File: config.mk
export PLATFORM = sky130hd
export DESIGN_NAME = ettc_timer
export DESIGN_NICKNAME = d
export VERILOG_FILES = /design/src/inc/ettc_pkg.sv /design/src/inc/ettc_tick_if.sv /design/src/hw/ettc_tick_gen.sv /design/src/hw/ettc_timer.sv
export SDC_FILE = /design/constraint.sdc
export NUM_CORES = 1
export LEC_CHECK = 0
export ABC_AREA = 1
export BUFFER_PORTS_ARGS = -buffer_cell sky130_fd_sc_hd__buf_2
export CAP_MARGIN = 15
export CORE_UTILIZATION = 52
export DETAILED_ROUTE_END_ITERATION = 10
export PLACE_DENSITY = 0.79
export SLEW_MARGIN = 5
export SYNTH_ARGS = -nofsm -noshare
export SYNTH_HDL_FRONTEND = slang
export SYNTH_HIERARCHICAL = 1
export SYNTH_SLANG_ARGS = --single-unit
File: constraint.sdc
create_clock -name clock_i -period 1.6 [get_ports clock_i]
set_clock_uncertainty 0.1 [all_clocks]
set_input_delay 0.08 -clock clock_i [delete_from_list [all_inputs] [get_ports clock_i]]
set_output_delay 0.08 -clock clock_i [all_outputs]
set_load 0.01 [all_outputs]
File: src/inc/ettc_pkg.sv
package ettc_pkg;

  // ==========================================================================
  // Widths and limits
  // ==========================================================================
  localparam int unsigned CNT_W   = 8;
  localparam int unsigned CS_W    = 3;
  localparam int unsigned CTRL_W  = 4;
  localparam int unsigned FLAG_W  = 3;
  localparam int unsigned PRESC_W = 10;

  localparam logic [CNT_W-1:0] CNT_MAX    = 8'hFF;
  localparam logic [CNT_W-1:0] CNT_BOTTOM = 8'h00;
  localparam logic [CNT_W-1:0] CNT_STEP   = 8'h01;

  // ==========================================================================
  // Field positions
  // ==========================================================================
  localparam int unsigned CTRL_CTC_BIT = 3;
  localparam int unsigned FLAG_OVF_BIT = 0;
  localparam int unsigned FLAG_CMA_BIT = 1;
  localparam int unsigned FLAG_CMB_BIT = 2;

  // ==========================================================================
  // Reset values
  // ==========================================================================
  localparam logic [CNT_W-1:0]   CNT_RST   = 8'h00;
  localparam logic [CNT_W-1:0]   CMP_RST   = 8'h00;
  localparam logic [CTRL_W-1:0]  CTRL_RST  = 4'h0;
  localparam logic [FLAG_W-1:0]  FLAG_RST  = 3'h0;
  localparam logic [FLAG_W-1:0]  MASK_RST  = 3'h0;
  localparam logic [PRESC_W-1:0] PRESC_RST = 10'h000;

  // ==========================================================================
  // Clock select codes and prescaler terminal counts
  // ==========================================================================
  typedef enum logic [CS_W-1:0] {
    CS_STOP   = 3'b000,
    CS_DIV1   = 3'b001,
    CS_DIV8   = 3'b010,
    CS_DIV64  = 3'b011,
    CS_DIV256 = 3'b100,
    CS_DIV1K  = 3'b101,
    CS_EXT_FALL = 3'b110,
    CS_EXT_RISE = 3'b111
  } ettc_cs_e;

  localparam logic [PRESC_W-1:0] TERM_DIV8   = 10'h007;
  localparam logic [PRESC_W-1:0] TERM_DIV64  = 10'h03F;
  localparam logic [PRESC_W-1:0] TERM_DIV256 = 10'h0FF;
  localparam logic [PRESC_W-1:0] TERM_DIV1K  = 10'h3FF;

endpackage

File: src/inc/ettc_tick_if.sv
`timescale 1ns/1ps
`default_nettype none

// Carries the clock selection into the tick generator and the tick back.
interface ettc_tick_if;
  import ettc_pkg::*;
  logic [CS_W-1:0] clock_select;
  logic            gated;
  logic            tick;
  modport gen  (input clock_select, input gated, output tick);
  modport core (output clock_select, output gated, input tick);
endinterface

`default_nettype wire

File: src/hw/ettc_tick_gen.sv
`timescale 1ns/1ps
`default_nettype none

module ettc_tick_gen
  import ettc_pkg::*;
(
  input  wire logic clock_i,
  input  wire logic rst_i,
  input  wire logic external_count_pin_i,
  ettc_tick_if.gen  tif
);

  typedef struct packed {
    logic [PRESC_W-1:0] presc;
    logic               sync1;
    logic               sync2;
    logic               prev;
    logic               tick;
  } ettc_tick_s;

  ettc_tick_s s_q;
  ettc_tick_s s_d;
  logic       raw;

  // ==========================================================================
  // Source and edge selection
  // ==========================================================================
  // The prescaler runs freely so that changing the divisor needs no restart;
  // the cost is a first tick up to one full period early.
  always_comb begin
    s_d       = s_q;
    s_d.sync1 = external_count_pin_i;
    s_d.sync2 = s_q.sync1;
    s_d.prev  = s_q.sync2;
    s_d.presc = tif.gated ? PRESC_RST : s_q.presc + 10'h001;
    case (ettc_cs_e'(tif.clock_select))
      CS_STOP:     raw = 1'b0;
      CS_DIV1:     raw = 1'b1;
      CS_DIV8:     raw = (s_q.presc[2:0] == TERM_DIV8[2:0]);
      CS_DIV64:    raw = (s_q.presc[5:0] == TERM_DIV64[5:0]);
      CS_DIV256:   raw = (s_q.presc[7:0] == TERM_DIV256[7:0]);
      CS_DIV1K:    raw = (s_q.presc == TERM_DIV1K);
      CS_EXT_FALL: raw = s_q.prev & ~s_q.sync2;
      CS_EXT_RISE: raw = ~s_q.prev & s_q.sync2;
      default:     raw = 1'b0;
    endcase
    s_d.tick = raw & ~tif.gated;
  end

  always_ff @(posedge clock_i or posedge rst_i) begin
    if (rst_i) begin
      s_q <= '{presc: PRESC_RST, sync1: 1'b0, sync2: 1'b0, prev: 1'b0, tick: 1'b0};
    end else begin
      s_q <= s_d;
    end
  end

  assign tif.tick = s_q.tick;

endmodule // ettc_tick_gen

`default_nettype wire

File: src/hw/ettc_timer.sv
`timescale 1ns/1ps
`default_nettype none

module ettc_timer
  import ettc_pkg::*;
(
  input  wire logic              clock_i,
  input  wire logic              rst_i,
  input  wire logic              power_gate_bit_i,
  input  wire logic              external_count_pin_i,
  input  wire logic              ctrl_write_i,
  input  wire logic [CTRL_W-1:0] ctrl_wdata_i,
  input  wire logic              count_write_i,
  input  wire logic [CNT_W-1:0]  count_wdata_i,
  input  wire logic              compare_a_write_i,
  input  wire logic [CNT_W-1:0]  compare_a_wdata_i,
  input  wire logic              compare_b_write_i,
  input  wire logic [CNT_W-1:0]  compare_b_wdata_i,
  input  wire logic              mask_write_i,
  input  wire logic [FLAG_W-1:0] mask_wdata_i,
  input  wire logic [FLAG_W-1:0] flag_clear_i,
  output logic [CTRL_W-1:0]      control_register_a_o,
  output logic [CNT_W-1:0]       timer_count_value_o,
  output logic [CNT_W-1:0]       compare_value_a_o,
  output logic [CNT_W-1:0]       compare_value_b_o,
  output logic [FLAG_W-1:0]      interrupt_flag_register_o,
  output logic [FLAG_W-1:0]      interrupt_mask_register_o,
  output logic [FLAG_W-1:0]      irq_o
);

  typedef struct packed {
    logic [CTRL_W-1:0] ctrl;
    logic [CNT_W-1:0]  cnt;
    logic [CNT_W-1:0]  cmp_a;
    logic [CNT_W-1:0]  cmp_b;
    logic [FLAG_W-1:0] flags;
    logic [FLAG_W-1:0] mask;
    logic              block;
    logic [FLAG_W-1:0] irq;
  } ettc_state_s;

  ettc_state_s       s_q;
  ettc_state_s       s_d;
  ettc_tick_if       tif ();
  logic              ctc_mode;
  logic              match_a;
  logic              match_b;
  logic              at_max;
  logic              do_step;
  logic              do_clear;
  logic [FLAG_W-1:0] set_flags;

  // ==========================================================================
  // Tick generation
  // ==========================================================================
  assign tif.clock_select = s_q.ctrl[CS_W-1:0];
  assign tif.gated        = power_gate_bit_i;

  ettc_tick_gen u_tick (
    .clock_i              (clock_i),
    .rst_i                (rst_i),
    .external_count_pin_i (external_count_pin_i),
    .tif                  (tif)
  );

  // ==========================================================================
  // Counter core
  // ==========================================================================
  always_comb begin
    s_d      = s_q;
    ctc_mode = s_q.ctrl[CTRL_CTC_BIT];
    match_a  = (s_q.cnt == s_q.cmp_a);
    match_b  = (s_q.cnt == s_q.cmp_b);
    at_max   = (s_q.cnt == CNT_MAX);
    // In clear-on-match mode compare A is the top; otherwise 0xFF wraps.
    do_clear = tif.tick & ctc_mode & match_a;
    do_step  = tif.tick & ~do_clear;
    set_flags = '0;
    if (tif.tick) begin
      set_flags[FLAG_OVF_BIT] = at_max;
      if (!s_q.block) begin
        set_flags[FLAG_CMA_BIT] = match_a;
        set_flags[FLAG_CMB_BIT] = match_b;
      end
    end
    if (do_clear) begin
      s_d.cnt = CNT_BOTTOM;
    end else if (do_step) begin
      s_d.cnt = s_q.cnt + CNT_STEP;
    end
    if (tif.tick) begin
      s_d.block = 1'b0;
    end
    // A counter write lands last so it wins over the tick and rearms the
    // match blocking, even while the timer is stopped.
    if (count_write_i) begin
      s_d.cnt   = count_wdata_i;
      s_d.block = 1'b1;
    end
    if (compare_a_write_i) begin
      s_d.cmp_a = compare_a_wdata_i;
    end
    if (compare_b_write_i) begin
      s_d.cmp_b = compare_b_wdata_i;
    end
    if (ctrl_write_i) begin
      s_d.ctrl = ctrl_wdata_i;
    end
    if (mask_write_i) begin
      s_d.mask = mask_wdata_i;
    end
    // A flag event in the same cycle as its clear is kept.
    s_d.flags = (s_q.flags & ~flag_clear_i) | set_flags;
    s_d.irq   = s_d.flags & s_d.mask;
  end

  always_ff @(posedge clock_i or posedge rst_i) begin
    if (rst_i) begin
      s_q <= '{ctrl: CTRL_RST, cnt: CNT_RST, cmp_a: CMP_RST, cmp_b: CMP_RST,
               flags: FLAG_RST, mask: MASK_RST, block: 1'b0, irq: FLAG_RST};
    end else begin
      s_q <= s_d;
    end
  end

  // ==========================================================================
  // Outputs
  // ==========================================================================
  assign control_register_a_o      = s_q.ctrl;
  assign timer_count_value_o       = s_q.cnt;
  assign compare_value_a_o         = s_q.cmp_a;
  assign compare_value_b_o         = s_q.cmp_b;
  assign interrupt_flag_register_o = s_q.flags;
  assign interrupt_mask_register_o = s_q.mask;
  assign irq_o                     = s_q.irq;
endmodule // ettc_timer

`default_nettype wire

==> impl_metrics.json <==
{
  "synth-seq-cells": 52,
  "drt.antenna.violating_nets": 0,
  "status": "finished, final reports clean",
  "clk_latency_ns": 0.31,
  "dp_hpwl_mm": 4.21,
  "drc": 0,
  "drive_above_1_share": 0.300,
  "rr_startpoint": "control_register_a_o[1]",
  "grt_max_degree": 35,
  "fin_tns_setup_ns": 0,
  "synth_nets": 387,
  "dieHeight_um": 76.8,
  "report.final.slew_viol_count": 0,
  "vias_per_cell": 4.86,
  "power_density_nw_per_um2": 870,
  "wirelength_mm": 6.27,
  "drt_iter0_drc": 161,
  "fin_util": 0.689,
  "grt_setup_unrepaired": "no",
  "hold_path.class": "input port to flip-flop",
  "ys_seq_area_frac": 0.447,
  "core_area_um2": 5240,
  "antenna_found_initial": 0,
  "worstSetupStartpoint": "control_register_a_o[1]",
  "hold_viol": 0,
  "cts.clk_slew.worst_paths_ns": 0.09,
  "dr.pass1.iters": 4,
  "max-slew-margin-rel": 0.646,
  "cts.sinks": 52,
  "grt_util_all_layers": 0.223,
  "ys_warn_count": 6,
  "crit_required_ns": 1.70,
  "num_rows": 26,
  "cts-root-to-sink-buffers": 2,
  "cp-end-kind": "flip-flop",
  "fill_cells": 423,
  "syn2layout_area_growth_pct": 24.0,
  "crit_fanout": 7,
  "synth_area_um2": 2910,
  "cts_setup_buffers": 0,
  "vdd_drop_max_uv": 580,
  "cts_made_buffers": 5,
  "grt_pass1_wl_mm": 10.4,
  "timing.fmax_ghz": 0.663,
  "start_util": 0.555,
  "yosysUniqueCellTypes": 30,
  "overflow": 0,
  "fp.dieW_um": 76.8,
  "reg2reg_depth": 2,
  "ios": 80,
  "hp-start": "compare_a_write_i",
  "timing.final.crit_share": 0.943,
  "cts_tree": "yes",
  "die_area_um2": 5900,
  "p_leak_uw": 0.00191,
  "cts-root-buf": "clkbuf_8",
  "wl_per_cell_um": 12.6,
  "period_minus_slack_ns": 1.51,
  "final_nets": 472,
  "place_congestion": 0.850,
  "syn_area_per_cell_um2": 8.53,
  "setup_viol": 0,
  "setup.worst_path.start_class": "flip-flop",
  "diodes": 0,
  "port_buffers": 79,
  "syn_inst": 341,
  "grt_pass1_vias": 2263,
  "worstMarginPinSlew_ns": 0.531,
  "critical_path_class": "flip-flop to flip-flop",
  "holdPathStages": 3,
  "drv_cap": 0,
  "worstPathArrival_ns": 1.61,
  "num_vias": 2417,
  "cts_htree_levels": 2
}
## kinds of logic after synthesis
kind of cell	Yosys count	synth area share
and+or+nand+nor	140	0.229
buffers and inverters	89	0.167
DFF	52	0.447
AOI/OAI and AO/OA	38	0.0770
muxes	11	0.0426
xor gates and xnor gates	8	0.0241
adders and majority gates	3	0.0129
## routing by layer
layer  share of wire  wire length, um  GRT usage  up-vias
met3           0.062              387     0.0440       12
li1                -                -          -     1207
met5               0                0          0        -
met2            0.47             2960      0.358       95
met4           0.018              111     0.0808        0
met1            0.45             2810      0.299     1103
## flip-flops by register name, indices dropped and copies added (netlist names)
signal / count
u_tick/tif.tick: 1
u_tick/s_q: 11
interrupt_flag_register_o: 3
s_q: 1
compare_value_b_o: 8
interrupt_mask_register_o: 3
compare_value_a_o: 8
control_register_a_o: 4
timer_count_value_o: 8
irq_o: 3
u_tick/s_d: 2
## cell usage in the layout (no fill, tap or decap), types with 2 or more instances in the layout
cell / instances
nand3_2: 4
nor2_1: 16
clkbuf_8: 5
dlygate4sd3_1: 38
inv_2: 4
a22oi_1: 8
nand2_2: 4
nand3b_1: 2
xnor2_1: 5
a21oi_1: 9
nand3_1: 19
xor2_1: 3
dfrtp_2: 2
nand2_1: 83
ha_1: 3
nor2_2: 3
a21oi_2: 3
buf_2: 79
mux2_2: 11
o21ai_0: 17
inv_1: 42
buf_4: 2
nor3_2: 2
dfrtp_1: 50
nor2_4: 3
## stage by stage
step / std cells / hold slack [ns] / total power [uW] / cell area (um^2) / worst slack [ns]
after floorplan: 341 / -0.131 / 2070 / 2910 / 0.218
after global placement: 451 / -0.0716 / 2170 / 3120 / 0.168
after detailed placement: 451 / -0.0692 / 2190 / 3120 / 0.0805
after CTS: 497 / 0.0128 / 3150 / 3600 / 0.0617
after global routing: 497 / 0.0219 / 3330 / 3610 / 0.0391
final: 497 / 0.0183 / 3140 / 3610 / 0.0912
## synth_stat cells, drive strengths merged
library cell  instances  area (um^2)
nor3                  3         36.3
nor2                 22          113
nand3                24          153
inv                  46          173
xor2                  3         26.3
a22oi                 8         60.1
nand3b                2         15.0
or2                   1         6.26
nand2                87          337
clkbuf                1         3.75
o21bai                1         7.51
buf                  41          307
clkinv                1         3.75
o21ai                17         85.1
xnor2                 5         43.8
nand4                 1         6.26
mux2                 11          124
a21oi                12         71.3
ha                    3         37.5
dfrtp                52         1300
## power breakdown
group | internal (uW) | leakage, uW | switching (uW)
clock network | 464 | 0.0000552 | 415
logic | 339 | 0.00121 | 379
registers | 1410 | 0.000639 | 127
total | 2220 | 0.00191 | 922
## path summary, 6_finish.rpt
| check | end | slack (ns) |
|---|---|---|
| hold reg to reg | u_tick/s_d[1] | 0.26 |
| hold / removal | compare_value_a_o[5] | 0.02 |
| setup / recovery | control_register_a_o[1] | 0.09 |
| min in group asynchronous | control_register_a_o[3] | 0.15 |
| max in group asynchronous | timer_count_value_o[1] | 0.78 |
| setup reg to reg | control_register_a_o[1] | 0.09 |
## worst max-delay path: stages (launching register included)
cell and delay, ns:
dfrtp_1 0.46, mux2_2 0.29, dlygate4sd3_1 0.55
## cell type report
cell class                 instances  area [um^2]  area share
tap                               70         87.6      0.0243
sequential                        52         1300       0.361
clock buffer                       6         72.6      0.0201
timing repair buffer             120          811       0.225
multi-input combinational        200         1120       0.311
clock inverter                     2         35.0     0.00971
inverter                          47          176      0.0489
## repair_timing
action                                  in CTS  in global routing
endpoints found under the setup margin       0                  2
resized for setup                            0                  2
endpoints found under the hold margin       91                  0
hold buffers                                38                  0
Note: power is estimated with default switching activity, not from simulation.
